**src/speaker_path_pkg.sv**
```systemverilog
// constants, field layout and gate states of the speaker processing chain
// assumes a 32-bit axi4-lite register bus and left-justified 32-bit pcm samples
package speaker_path_pkg;

  // ----------------------------------------
  // register offsets
  // ----------------------------------------
  localparam logic [7:0] ADDR_CTRL   = 8'h00;
  localparam logic [7:0] ADDR_LEVEL  = 8'h04;
  localparam logic [7:0] ADDR_STATUS = 8'h08;

  // ----------------------------------------
  // control register fields
  // ----------------------------------------
  localparam int B_GATE_EN     = 0;
  localparam int B_DITHER_EN   = 1;
  localparam int B_INVERT      = 2;
  localparam int B_DC_BLOCK    = 3;
  localparam int B_RAMP_UP     = 4;
  localparam int B_RAMP_DOWN   = 5;
  localparam int B_FEEDBACK    = 6;
  localparam int B_PROTECT     = 7;
  localparam int B_TONE_EN     = 8;
  localparam int B_BYPASS_EN   = 9;
  localparam int F_WSIZE_LO    = 10;
  localparam int F_BYPSRC_LO   = 12;
  localparam int F_FBCH_LO     = 15;
  localparam int F_PLAYCH_LO   = 18;
  localparam logic [31:0] CTRL_RESET = 32'h0000_0080;

  // ----------------------------------------
  // level register fields
  // ----------------------------------------
  localparam int F_MUTE_LVL_LO = 0;
  localparam int F_REL_LVL_LO  = 8;
  localparam int F_VOL_LO      = 16;
  localparam int F_BOOST_LO    = 24;
  localparam logic [31:0] LEVEL_RESET = 32'h0000_0604;

  // ----------------------------------------
  // word size codes and audio lsb shifts
  // ----------------------------------------
  localparam logic [1:0] WSIZE_16      = 2'h0;
  localparam logic [1:0] WSIZE_24      = 2'h1;
  localparam logic [4:0] LSB_SHIFT_16  = 5'h10;
  localparam logic [4:0] LSB_SHIFT_24  = 5'h08;
  localparam logic [4:0] LSB_SHIFT_32  = 5'h00;

  // ----------------------------------------
  // gate, volume and gain counts
  // ----------------------------------------
  localparam logic [10:0] GATE_QUIET_SAMPLES = 11'h400;
  localparam logic [7:0]  VOL_MUTE_CODE      = 8'hff;
  localparam logic [7:0]  VOL_MAX_CODE       = 8'hb4;
  localparam logic [7:0]  BOOST_MAX          = 8'h0c;
  localparam logic [7:0]  STEPS_PER_HALVING  = 8'h0c;
  localparam logic [7:0]  PROTECT_STEPS      = 8'h24;
  localparam logic [7:0]  IDX_MAX            = 8'hc0;
  localparam logic [4:0]  DC_POLE_SHIFT      = 5'h0a;
  localparam logic [4:0]  GAIN_FRAC_BITS     = 5'h0f;

  // ----------------------------------------
  // bus answers and gate states
  // ----------------------------------------
  localparam logic [1:0] RESP_OKAY   = 2'h0;
  localparam logic [1:0] RESP_SLVERR = 2'h2;

  typedef enum logic [1:0] {
    GATE_OPEN  = 2'b00,
    GATE_COUNT = 2'b01,
    GATE_MUTED = 2'b11
  } gate_state_e;

endpackage : speaker_path_pkg

```
**src/vol_step_rom.sv**
```systemverilog
// half-decibel mantissa table for the volume and gain multiplier
// assumes the caller applies whole 6 db steps as shifts
`timescale 1ns/100ps
module vol_step_rom (
  input  wire logic        aclk,
  input  wire logic        aresetn,
  input  wire logic [3:0]  frac,
  output logic      [16:0] mant
);

  // ----------------------------------------
  // table, q16, one entry per 0.5 db
  // ----------------------------------------
  // the 12th step is taken as an exact halving, 0.02 db off per octave
  logic [16:0] next_mant;

  always_comb
  begin
    case (frac)
      4'h0:    next_mant = 17'h10000;
      4'h1:    next_mant = 17'h0f1ae;
      4'h2:    next_mant = 17'h0e429;
      4'h3:    next_mant = 17'h0d766;
      4'h4:    next_mant = 17'h0cb59;
      4'h5:    next_mant = 17'h0bff9;
      4'h6:    next_mant = 17'h0b53c;
      4'h7:    next_mant = 17'h0ab19;
      4'h8:    next_mant = 17'h0a186;
      4'h9:    next_mant = 17'h0987d;
      4'ha:    next_mant = 17'h08ff5;
      4'hb:    next_mant = 17'h087e8;
      default: next_mant = 17'h08000;
    endcase
  end

  always_ff @(posedge aclk)
  begin
    if (!aresetn)
      mant <= 17'h00000;
    else
      mant <= next_mant;
  end

endmodule : vol_step_rom

```
**src/speaker_path_processing.sv**
```systemverilog
// speaker path: source select, quiet gate, dither, invert, dc block, volume, boost
// assumes one sample clock domain and pcm_valid pulses one cycle per input channel word
//
// The AXI4-Lite register port and the register offsets were chosen for this implementation.
`timescale 1ns/100ps

// How it works
// - samples come from pcm input or tone, then process, filter, volume, gain.
// - quiet gate engages only while device active and gate enable is one.
// - clearing enable while muted keeps muting until normal release.
// - gate engages after more than 1024 consecutive quiet samples.
// - while muted, playback path is silent, sense data zero, low power flagged.
// - one loud sample releases gate before it reaches the output.
// - after release, sense data output resumes normally.
// - thresholds count low-order bits from the audio lsb that must toggle.
// - audio lsb position follows configured input word size.
// - dither enable adds one lsb peak-to-peak dither, else none.
// - polarity invert negates the playback samples.
// - dc block enable passes samples through a dc removal filter.
// - volume attenuates 0 to -90 db in 0.5 db steps, changeable live.
// - volume code 0xff mutes the path.
// - ramping off by default; ramp up and down enabled separately.
// - boost adds 0 to 6 db in 0.5 db steps; host keeps it still.
// - feedback enable copies the pre-dac samples to the serial output.
// - protect mode set at reset, applies -18 db, ignores volume and boost.
// - bypass select skips invert, volume and gain, taking the chosen input channel.
// - one dither enable serves both bypass and playback paths.
module speaker_path_processing (
  input  wire logic        aclk,
  input  wire logic        aresetn,
  input  wire logic [7:0]  s_axi_awaddr,
  input  wire logic        s_axi_awvalid,
  output logic             s_axi_awready,
  input  wire logic [31:0] s_axi_wdata,
  input  wire logic [3:0]  s_axi_wstrb,
  input  wire logic        s_axi_wvalid,
  output logic             s_axi_wready,
  output logic      [1:0]  s_axi_bresp,
  output logic             s_axi_bvalid,
  input  wire logic        s_axi_bready,
  input  wire logic [7:0]  s_axi_araddr,
  input  wire logic        s_axi_arvalid,
  output logic             s_axi_arready,
  output logic      [31:0] s_axi_rdata,
  output logic      [1:0]  s_axi_rresp,
  output logic             s_axi_rvalid,
  input  wire logic        s_axi_rready,
  input  wire logic        device_active,
  input  wire logic [31:0] pcm_sample,
  input  wire logic [2:0]  pcm_channel,
  input  wire logic        pcm_valid,
  input  wire logic [31:0] tone_sample,
  output logic      [31:0] dac_sample,
  output logic             dac_valid,
  output logic      [31:0] fb_sample,
  output logic      [2:0]  fb_channel,
  output logic             fb_valid,
  output logic             sense_zero,
  output logic             low_power
);

  // ----------------------------------------
  // state
  // ----------------------------------------
  typedef struct packed {
    logic                        awready;
    logic                        wready;
    logic                        bvalid;
    logic [1:0]                  bresp;
    logic                        arready;
    logic                        rvalid;
    logic [1:0]                  rresp;
    logic [31:0]                 rdata;
    logic [31:0]                 ctrl;
    logic [31:0]                 level;
    speaker_path_pkg::gate_state_e gate;
    logic [10:0]                 quiet_count;
    logic [15:0]                 lfsr;
    logic [31:0]                 dc_x;
    logic [31:0]                 dc_y;
    logic [7:0]                  cur_idx;
    logic [7:0]                  target_idx;
    logic                        s1_valid;
    logic [31:0]                 s1_sample;
    logic [4:0]                  s1_shift;
    logic                        s1_mute;
    logic                        s1_bypass;
    logic [31:0]                 dac_sample;
    logic                        dac_valid;
    logic [31:0]                 fb_sample;
    logic                        fb_valid;
    logic                        sense_zero;
  } state_s;

  state_s      st;
  state_s      next_st;
  logic [3:0]  rom_frac;
  logic [16:0] mant;
  logic        take_play;
  logic        quiet;
  logic        loud;

  localparam logic signed [49:0] SAT_HI = 50'sh0_0000_7fff_ffff;
  localparam logic signed [49:0] SAT_LO = -50'sh0_0000_8000_0000;

  function automatic logic [31:0] sat_word(input logic signed [49:0] v);
    if (v > SAT_HI)
      return 32'h7fff_ffff;
    else if (v < SAT_LO)
      return 32'h8000_0000;
    else
      return v[31:0];
  endfunction : sat_word

  function automatic logic [31:0] merge(input logic [31:0] old, input logic [31:0] data, input logic [3:0] strb);
    logic [31:0] r;
    r = old;
    for (int b = 0; b < 4; b++)
      if (strb[b])
        r[8*b +: 8] = data[8*b +: 8];
    return r;
  endfunction : merge

  vol_step_rom vol_step_rom_inst (
    .aclk    (aclk),
    .aresetn (aresetn),
    .frac    (rom_frac),
    .mant    (mant)
  );

  // ----------------------------------------
  // next state
  // ----------------------------------------
  always_comb
  begin
    logic [4:0]         lsb_shift;
    logic [31:0]        mag;
    logic [4:0]         mute_lvl;
    logic [4:0]         rel_lvl;
    logic [7:0]         vol;
    logic [7:0]         boost;
    logic               mute_target;
    logic               take_byp;
    logic signed [31:0] x;
    logic signed [33:0] acc;
    logic signed [49:0] prod;
    lsb_shift   = speaker_path_pkg::LSB_SHIFT_32;
    mag         = 32'h0;
    mute_lvl    = st.level[speaker_path_pkg::F_MUTE_LVL_LO +: 5];
    rel_lvl     = st.level[speaker_path_pkg::F_REL_LVL_LO +: 5];
    vol         = st.level[speaker_path_pkg::F_VOL_LO +: 8];
    boost       = {4'h0, st.level[speaker_path_pkg::F_BOOST_LO +: 4]};
    mute_target = 1'b0;
    take_byp    = 1'b0;
    x           = 32'sh0;
    acc         = 34'sh0;
    prod        = 50'sh0;
    next_st     = st;

    // bus slave: write ready pulses once both address and data stand, read ready once the address stands
    next_st.awready = 1'b0;
    next_st.wready  = 1'b0;
    next_st.arready = 1'b0;
    if (!st.bvalid && !st.awready && s_axi_awvalid && s_axi_wvalid)
    begin
      next_st.awready = 1'b1;
      next_st.wready  = 1'b1;
    end
    if (st.awready && s_axi_awvalid && s_axi_wvalid)
    begin
      next_st.bvalid = 1'b1;
      next_st.bresp  = speaker_path_pkg::RESP_OKAY;
      case (s_axi_awaddr)
        speaker_path_pkg::ADDR_CTRL:   next_st.ctrl  = merge(st.ctrl, s_axi_wdata, s_axi_wstrb);
        speaker_path_pkg::ADDR_LEVEL:  next_st.level = merge(st.level, s_axi_wdata, s_axi_wstrb);
        speaker_path_pkg::ADDR_STATUS: next_st.bresp = speaker_path_pkg::RESP_OKAY;
        default:                       next_st.bresp = speaker_path_pkg::RESP_SLVERR;
      endcase
    end
    else if (st.bvalid && s_axi_bready)
      next_st.bvalid = 1'b0;

    if (!st.rvalid && !st.arready && s_axi_arvalid)
      next_st.arready = 1'b1;
    if (st.arready && s_axi_arvalid)
    begin
      next_st.rvalid = 1'b1;
      next_st.rresp  = speaker_path_pkg::RESP_OKAY;
      case (s_axi_araddr)
        speaker_path_pkg::ADDR_CTRL:   next_st.rdata = st.ctrl;
        speaker_path_pkg::ADDR_LEVEL:  next_st.rdata = st.level;
        speaker_path_pkg::ADDR_STATUS: next_st.rdata = {5'h0, st.quiet_count, st.cur_idx, 5'h0,
                                                        st.cur_idx != st.target_idx, st.gate};
        default:
        begin
          next_st.rdata = 32'h0;
          next_st.rresp = speaker_path_pkg::RESP_SLVERR;
        end
      endcase
    end
    else if (st.rvalid && s_axi_rready)
      next_st.rvalid = 1'b0;

    // audio lsb position from word size
    case (st.ctrl[speaker_path_pkg::F_WSIZE_LO +: 2])
      speaker_path_pkg::WSIZE_16: lsb_shift = speaker_path_pkg::LSB_SHIFT_16;
      speaker_path_pkg::WSIZE_24: lsb_shift = speaker_path_pkg::LSB_SHIFT_24;
      default:                    lsb_shift = speaker_path_pkg::LSB_SHIFT_32;
    endcase

    take_byp  = pcm_valid && st.ctrl[speaker_path_pkg::B_BYPASS_EN]
                && pcm_channel == st.ctrl[speaker_path_pkg::F_BYPSRC_LO +: 3];
    take_play = pcm_valid && !st.ctrl[speaker_path_pkg::B_BYPASS_EN]
                && pcm_channel == st.ctrl[speaker_path_pkg::F_PLAYCH_LO +: 3];

    // amplitude in audio lsbs; level n means bits above the n lowest are active
    mag   = pcm_sample[31] ? 32'(-pcm_sample) : pcm_sample;
    mag   = mag >> lsb_shift;
    quiet = (mag >> mute_lvl) == 32'h0;
    loud  = (mag >> rel_lvl) != 32'h0;

    // quiet gate
    if (take_play)
    begin
      case (st.gate)
        speaker_path_pkg::GATE_MUTED:
        begin
          if (loud || !device_active)
          begin
            next_st.gate        = speaker_path_pkg::GATE_OPEN;
            next_st.quiet_count = 11'h0;
          end
        end
        speaker_path_pkg::GATE_OPEN, speaker_path_pkg::GATE_COUNT:
        begin
          if (!device_active || !st.ctrl[speaker_path_pkg::B_GATE_EN] || !quiet)
          begin
            next_st.gate        = speaker_path_pkg::GATE_OPEN;
            next_st.quiet_count = 11'h0;
          end
          else if (st.quiet_count == speaker_path_pkg::GATE_QUIET_SAMPLES)
          begin
            next_st.gate        = speaker_path_pkg::GATE_MUTED;
            next_st.quiet_count = 11'h0;
          end
          else
          begin
            next_st.gate        = speaker_path_pkg::GATE_COUNT;
            next_st.quiet_count = st.quiet_count + 11'h1;
          end
        end
        default: next_st.gate = speaker_path_pkg::GATE_OPEN;
      endcase
    end

    // stage one: source, dither, invert, dc block
    next_st.s1_valid  = take_play || take_byp;
    next_st.s1_bypass = take_byp;
    if (take_play || take_byp)
    begin
      next_st.lfsr = {st.lfsr[14:0], st.lfsr[15] ^ st.lfsr[14] ^ st.lfsr[12] ^ st.lfsr[3]};
      x = (take_play && st.ctrl[speaker_path_pkg::B_TONE_EN]) ? tone_sample : pcm_sample;
      if (st.ctrl[speaker_path_pkg::B_DITHER_EN] && st.lfsr[0])
        x = sat_word(50'(x) + 50'(32'sh1 <<< lsb_shift));
      if (take_play && st.ctrl[speaker_path_pkg::B_INVERT])
        x = sat_word(-50'(x));
      if (st.ctrl[speaker_path_pkg::B_DC_BLOCK])
      begin
        acc          = 34'(x) - 34'($signed(st.dc_x)) + 34'($signed(st.dc_y))
                       - 34'($signed(st.dc_y) >>> speaker_path_pkg::DC_POLE_SHIFT);
        next_st.dc_x = x;
        next_st.dc_y = sat_word(50'(acc));
        x            = sat_word(50'(acc));
      end
      else
      begin
        next_st.dc_x = x;
        next_st.dc_y = 32'h0;
      end
      next_st.s1_sample = x;
    end

    // volume target: 12 steps above index zero make up the boost range
    if (st.ctrl[speaker_path_pkg::B_PROTECT])
      next_st.target_idx = speaker_path_pkg::STEPS_PER_HALVING + speaker_path_pkg::PROTECT_STEPS;
    else if (vol == speaker_path_pkg::VOL_MUTE_CODE || !device_active)
    begin
      next_st.target_idx = speaker_path_pkg::IDX_MAX;
      mute_target        = 1'b1;
    end
    else
      next_st.target_idx = (vol > speaker_path_pkg::VOL_MAX_CODE ? speaker_path_pkg::VOL_MAX_CODE : vol)
                           + speaker_path_pkg::STEPS_PER_HALVING
                           - (boost > speaker_path_pkg::BOOST_MAX ? speaker_path_pkg::BOOST_MAX : boost);

    // ramps move one step per sample, otherwise the volume jumps
    if (take_play)
    begin
      if (st.cur_idx < next_st.target_idx)
        next_st.cur_idx = st.ctrl[speaker_path_pkg::B_RAMP_DOWN] ? st.cur_idx + 8'h1 : next_st.target_idx;
      else if (st.cur_idx > next_st.target_idx)
        next_st.cur_idx = st.ctrl[speaker_path_pkg::B_RAMP_UP] ? st.cur_idx - 8'h1 : next_st.target_idx;
      next_st.s1_shift = 5'(next_st.cur_idx / speaker_path_pkg::STEPS_PER_HALVING);
      next_st.s1_mute  = next_st.gate == speaker_path_pkg::GATE_MUTED
                         || (mute_target && next_st.cur_idx == speaker_path_pkg::IDX_MAX);
    end
    rom_frac = 4'(next_st.cur_idx % speaker_path_pkg::STEPS_PER_HALVING);

    // stage two: multiply, feedback tap
    next_st.dac_valid = st.s1_valid;
    next_st.fb_valid  = st.s1_valid && st.ctrl[speaker_path_pkg::B_FEEDBACK];
    if (st.s1_valid)
    begin
      prod = 50'($signed(st.s1_sample)) * 50'($signed({1'b0, mant}));
      prod = prod >>> (speaker_path_pkg::GAIN_FRAC_BITS + st.s1_shift);
      if (st.s1_bypass)
        next_st.dac_sample = st.s1_sample;
      else if (st.s1_mute)
        next_st.dac_sample = 32'h0;
      else
        next_st.dac_sample = sat_word(prod);
      next_st.fb_sample = next_st.dac_sample;
    end
    next_st.sense_zero = st.gate == speaker_path_pkg::GATE_MUTED;
  end

  always_ff @(posedge aclk)
  begin
    if (!aresetn)
    begin
      st             <= '0;
      st.ctrl        <= speaker_path_pkg::CTRL_RESET;
      st.level       <= speaker_path_pkg::LEVEL_RESET;
      st.gate        <= speaker_path_pkg::GATE_OPEN;
      st.lfsr        <= 16'h0001;
      st.cur_idx     <= speaker_path_pkg::IDX_MAX;
      st.target_idx  <= speaker_path_pkg::IDX_MAX;
    end
    else
      st <= next_st;
  end

  // ----------------------------------------
  // outputs
  // ----------------------------------------
  assign s_axi_awready = st.awready;
  assign s_axi_wready  = st.wready;
  assign s_axi_bvalid  = st.bvalid;
  assign s_axi_bresp   = st.bresp;
  assign s_axi_arready = st.arready;
  assign s_axi_rvalid  = st.rvalid;
  assign s_axi_rresp   = st.rresp;
  assign s_axi_rdata   = st.rdata;
  assign dac_sample    = st.dac_sample;
  assign dac_valid     = st.dac_valid;
  assign fb_sample     = st.fb_sample;
  assign fb_channel    = st.ctrl[speaker_path_pkg::F_FBCH_LO +: 3];
  assign fb_valid      = st.fb_valid;
  assign sense_zero    = st.sense_zero;
  assign low_power     = st.sense_zero;
endmodule : speaker_path_processing

```
**config.mk**
```make
export PLATFORM = sky130hd
export DESIGN_NAME = speaker_path_processing
export DESIGN_NICKNAME = d
export VERILOG_FILES = /design/src/speaker_path_pkg.sv /design/src/vol_step_rom.sv /design/src/speaker_path_processing.sv
export SDC_FILE = /design/constraint.sdc
export NUM_CORES = 2
export LEC_CHECK = 0
export ABC_CLOCK_PERIOD_IN_PS = 15290
export BUFFER_PORTS_ARGS = -buffer_cell sky130_fd_sc_hd__buf_2
export CELL_PAD_IN_SITES_DETAIL_PLACEMENT = 0
export CELL_PAD_IN_SITES_GLOBAL_PLACEMENT = 2
export CORE_UTILIZATION = 28
export CTS_CLUSTER_DIAMETER = 150
export DETAILED_ROUTE_END_ITERATION = 10
export PLACE_DENSITY = 0.65
export SLEW_MARGIN = 5
export SYNTH_ARGS = -nofsm -noshare
export SYNTH_HDL_FRONTEND = slang
export SYNTH_SLANG_ARGS = --single-unit
```
**constraint.sdc**
```tcl
create_clock -name aclk -period 15.29 [get_ports aclk]
set_input_delay 0.7645 -clock aclk [delete_from_list [all_inputs] [get_ports aclk]]
set_output_delay 0.7645 -clock aclk [all_outputs]
set_load 0.1 [all_outputs]
```
==> PnR_summary.wiki <==
{| class="wikitable"
! Metric !! Value
|-
| Leakage power of the design || 0.0207 uW
|-
| Reg2Reg Depth || 38
|-
| Critical R2R Launch || st[267]
|-
| Element type at the critical path end || register
|-
| Ratio of total power to cell area || 51.9 mW/mm2
|-
| Synth Area per Inst || 7.97 um2
|-
| Routed wire per std cell || 21.4 um
|-
| CTS buffer count || 42
|-
| Clock sinks || 303
|-
| Tmin final || 11.56 ns
|-
| Vias per cell || 5.13
|-
| Layout cell share with drive strength beyond 1 || 0.0924
|-
| Netlist Area Pre-Place || 0.0459 mm2
|-
| Count of endpoints failing hold in the final timing report || 0
|-
| Count of pins on the block boundary || 240
|-
| Part of the Yosys area used for sequential elements || 0.132
|-
| Count of buffers from port buffering || 237
|-
| Iteration count of the initial detailed-routing pass || 5
|-
| Worst-case clock skew || 0.0744 ns
|-
| Maximum number of pins on one net before global-route repair || 96
|-
| Ratio of final minimum period to clock period || 0.756
|-
| Area of the core || 0.163 mm2
|-
| Portion of synthesized cell area occupied by the leading cell type || 0.256
|-
| Fraction of power consumed by the clock network || 0.377
|-
| Slew HR || 0.182
|-
| Layout overhead on the synthesized area || 8.46%
|-
| CTS tree || yes
|-
| Max stage delay cell, worst path || and2_1
|-
| Setup repair after global routing missed its margin || false
|-
| Dominant cell type by count on the critical path || a21oi_1
|-
| Internal Pwr Total || 1610 uW
|-
| Number of standard cells after synthesis || 5754
|-
| Reg-to-reg slack, setup || 3.73 ns
|-
| Setup-violating endpoint count in the final report || 0
|-
| Max incr delay on CP || 0.90 ns
|-
| HPWL after detailed placement || 130 mm
|-
| Switching pwr || 974 uW
|-
| Post-route antenna net violation count || 0
|-
| Yosys Warn Count || 0
|-
| Horizontal extent of the die || 407 um
|-
| Aggregate global-route resource usage || 0.203
|-
| Post-synthesis cell type with the largest combined area || fa_1
|-
| Number of remaining DRC errors || 0
|-
| Via Count || 40300
|-
| Summed negative setup slack over all endpoints || 0 ns
|-
| Nets || 6561
|-
| Height of the die || 407 um
|-
| Dominant register cell in the synthesized netlist || dfxtp_1
|-
| Number of buffers inserted for hold repair after clock tree synthesis || 0
|-
| Number of unique standard cell types used by synthesis || 106
|-
| H-Tree Level Count || 2
|-
| Synth top cells by count || nand2_1 (729), inv_1 (716), fa_1 (586)
|-
| Worst Hold Depth || 3
|-
| WP data arrival || 12.06 ns
|-
| Effective utilization at floorplan || 0.282
|-
| Global placer's final weighted congestion || 0.856
|-
| Number of synthesized flops with an enable pin || 0
|-
| Hold-critical path endpoint || s_axi_awready
|-
| Max Freq || 86.5 MHz
|-
| Buffers inserted by post-CTS timing repair || 0
|-
| Worst Setup SP || st[267]
|-
| Combinational fraction of design power || 0.301
|-
| Post-Route Utilization || 0.306
|-
| Final Routed Wirelength || 168 mm
|-
| Ys async rst share || 0
|-
| Buffer cell driving the clock tree root || clkbuf_16
|-
| Class of the tightest hold or removal check || in -> reg
|-
| Min-Delay Startpoint || s_axi_awvalid
|-
| CP Data Required Time || 15.79 ns
|-
| Number of antenna violations at the first check in global routing || 0
|-
| Clock Latency Late Sink || 0.65 ns
|-
| Overall die area || 0.165 mm2
|-
| Worst reg2reg endpoint || st[91]
|-
| Tightest Pin Transition || 1.23 ns
|-
| Maximum ir drop on the vdd rail || 0.0750 mV
|-
| Global-route wire length before repair || 260 mm
|-
| Power share of the sequential group || 0.322
|-
| Number of max-capacitance violations reported || 0
|-
| Via count of the first global-routing pass || 41200
|-
| Most instantiated library cell after synthesis || nand2_1
|-
| Largest driver fanout on the critical path || 37
|-
| Clock input transition at the sequential cells of the worst setup and hold paths || 0.06 ns
|-
| Startpoint type of the worst setup path || register
|-
| Standard-cell rows || 148
|-
| Iteration-0 DRC count of the detailed router || 2742
|-
| Switching fraction of total power || 0.377
|-
| Gates resized, CTS repair || 0
|-
| Pins over their slew limit || 0
|-
| Biggest area contributors in the synthesized netlist || fa_1 (26%), dfxtp_1 (13%), nand2_1 (6.0%)
|-
| Yosys reg bits || 303
|-
| Total gr overflow || 0
|-
| Outcome || complete, no violations
|-
| Largest buffer count on any clock path || 3
|-
| Kind of critical path || reg -> reg
|}
-- flip-flops by register name, summed over array words and instances, names as in the netlist --
name / flops
s_axi_rvalid: 1
s_axi_bvalid: 1
fb_channel: 3
vol_step_rom_inst.mant: 17
fb_sample: 32
next_st: 1
s_axi_arready: 1
s_axi_awready: 1
dac_valid: 1
s_axi_bresp: 1
fb_valid: 1
st: 209
s_axi_rdata: 32
low_power: 1
s_axi_rresp: 1
-- worst max-delay path: cells and delay by family (launching register included) --
| family | cells | cell delay [ns] |
|---|---|---|
| adders and majority gates | 4 | 1.12 |
| AOI/OAI and AO/OA | 20 | 5.45 |
| and+or+nand+nor | 9 | 3.50 |
| DFF | 1 | 0.33 |
| buffers and inverters | 4 | 0.80 |
| xor gates and xnor gates | 1 | 0.20 |
-- per-layer routing --
metal  wire [um]  GRT usage  up-vias  part of all wire
met3        5400     0.0127      166             0.032
met2       78300      0.336      890              0.47
met1       80200      0.285    20300              0.48
li1            -          -    18900                 -
met4        4210     0.0501        0             0.025
met5           0          0        -                 0
-- final cells by class --
class | count | area, um2
Fill cell | 17700 | 113000
Multi-Input combinational cell | 4258 | 35000
Sequential cell | 303 | 6080
Tap cell | 2175 | 2720
Inverter | 720 | 2710
Timing Repair Buffer | 330 | 1890
Clock buffer | 57 | 1180
Clock inverter | 13 | 151
Antenna cell | 1 | 2.50
-- cells in the final DEF (no fill, tap or decap), types with 49 or more instances in the layout --
cell type,n
nand2_1,729
inv_1,716
fa_1,586
nor2_1,379
a21oi_1,310
dfxtp_1,290
o21ai_0,256
and2_1,251
buf_2,236
ha_1,191
mux2i_1,173
xnor2_1,101
nand3_1,95
buf_4,94
nor3_1,87
a31oi_1,71
a21o_1,69
xor2_1,66
a211oi_1,63
nand4_1,60
a22oi_1,60
o211ai_1,49
-- per-stage QoR --
| step | cell area, um2 | hold WS (ns) | std cells | power [uW] | worst slack [ns] |
|---|---|---|---|---|---|
| floorplan | 45900 | 0.432 | 5756 | 1370 | 4.45 |
| global placement | 48400 | 0.442 | 7786 | 1630 | 3.41 |
| detailed placement | 48400 | 0.441 | 7786 | 1620 | 3.29 |
| CTS | 49700 | 0.285 | 7856 | 2620 | 3.74 |
| global route | 49700 | 0.337 | 7856 | 2720 | 2.85 |
| finish | 49700 | 0.347 | 7857 | 2580 | 3.73 |
-- power by group through the flow --
stage               Sequential [uW]  Combinational [uW]  Clock (uW)
floorplan                       829                 539           0
global placement                848                 781           0
detailed placement              848                 773           0
CTS                             831                 777        1010
global route                    833                 852        1040
finish                          831                 777         974
-- how the worst max path moves through the flow --
stage	end	slack (ns)	cells past startpoint
after floorplan	st[85]	4.45	45
after global placement	st[85]	3.41	39
after detailed placement	st[91]	3.29	39
after CTS	st[91]	3.74	38
after global routing	st[101]	2.85	38
final	st[91]	3.73	38
-- logic make-up after synthesis --
group,count (synthesis),synth area share
other cells,1,0.0000818
xor+xnor,174,0.0335
buf+inv,1195,0.107
compound gates,1239,0.178
fa+ha+maj,778,0.308
flops,303,0.132
simple gates,1853,0.191
mux,211,0.0493
Note: power is estimated with default switching activity, not from simulation.
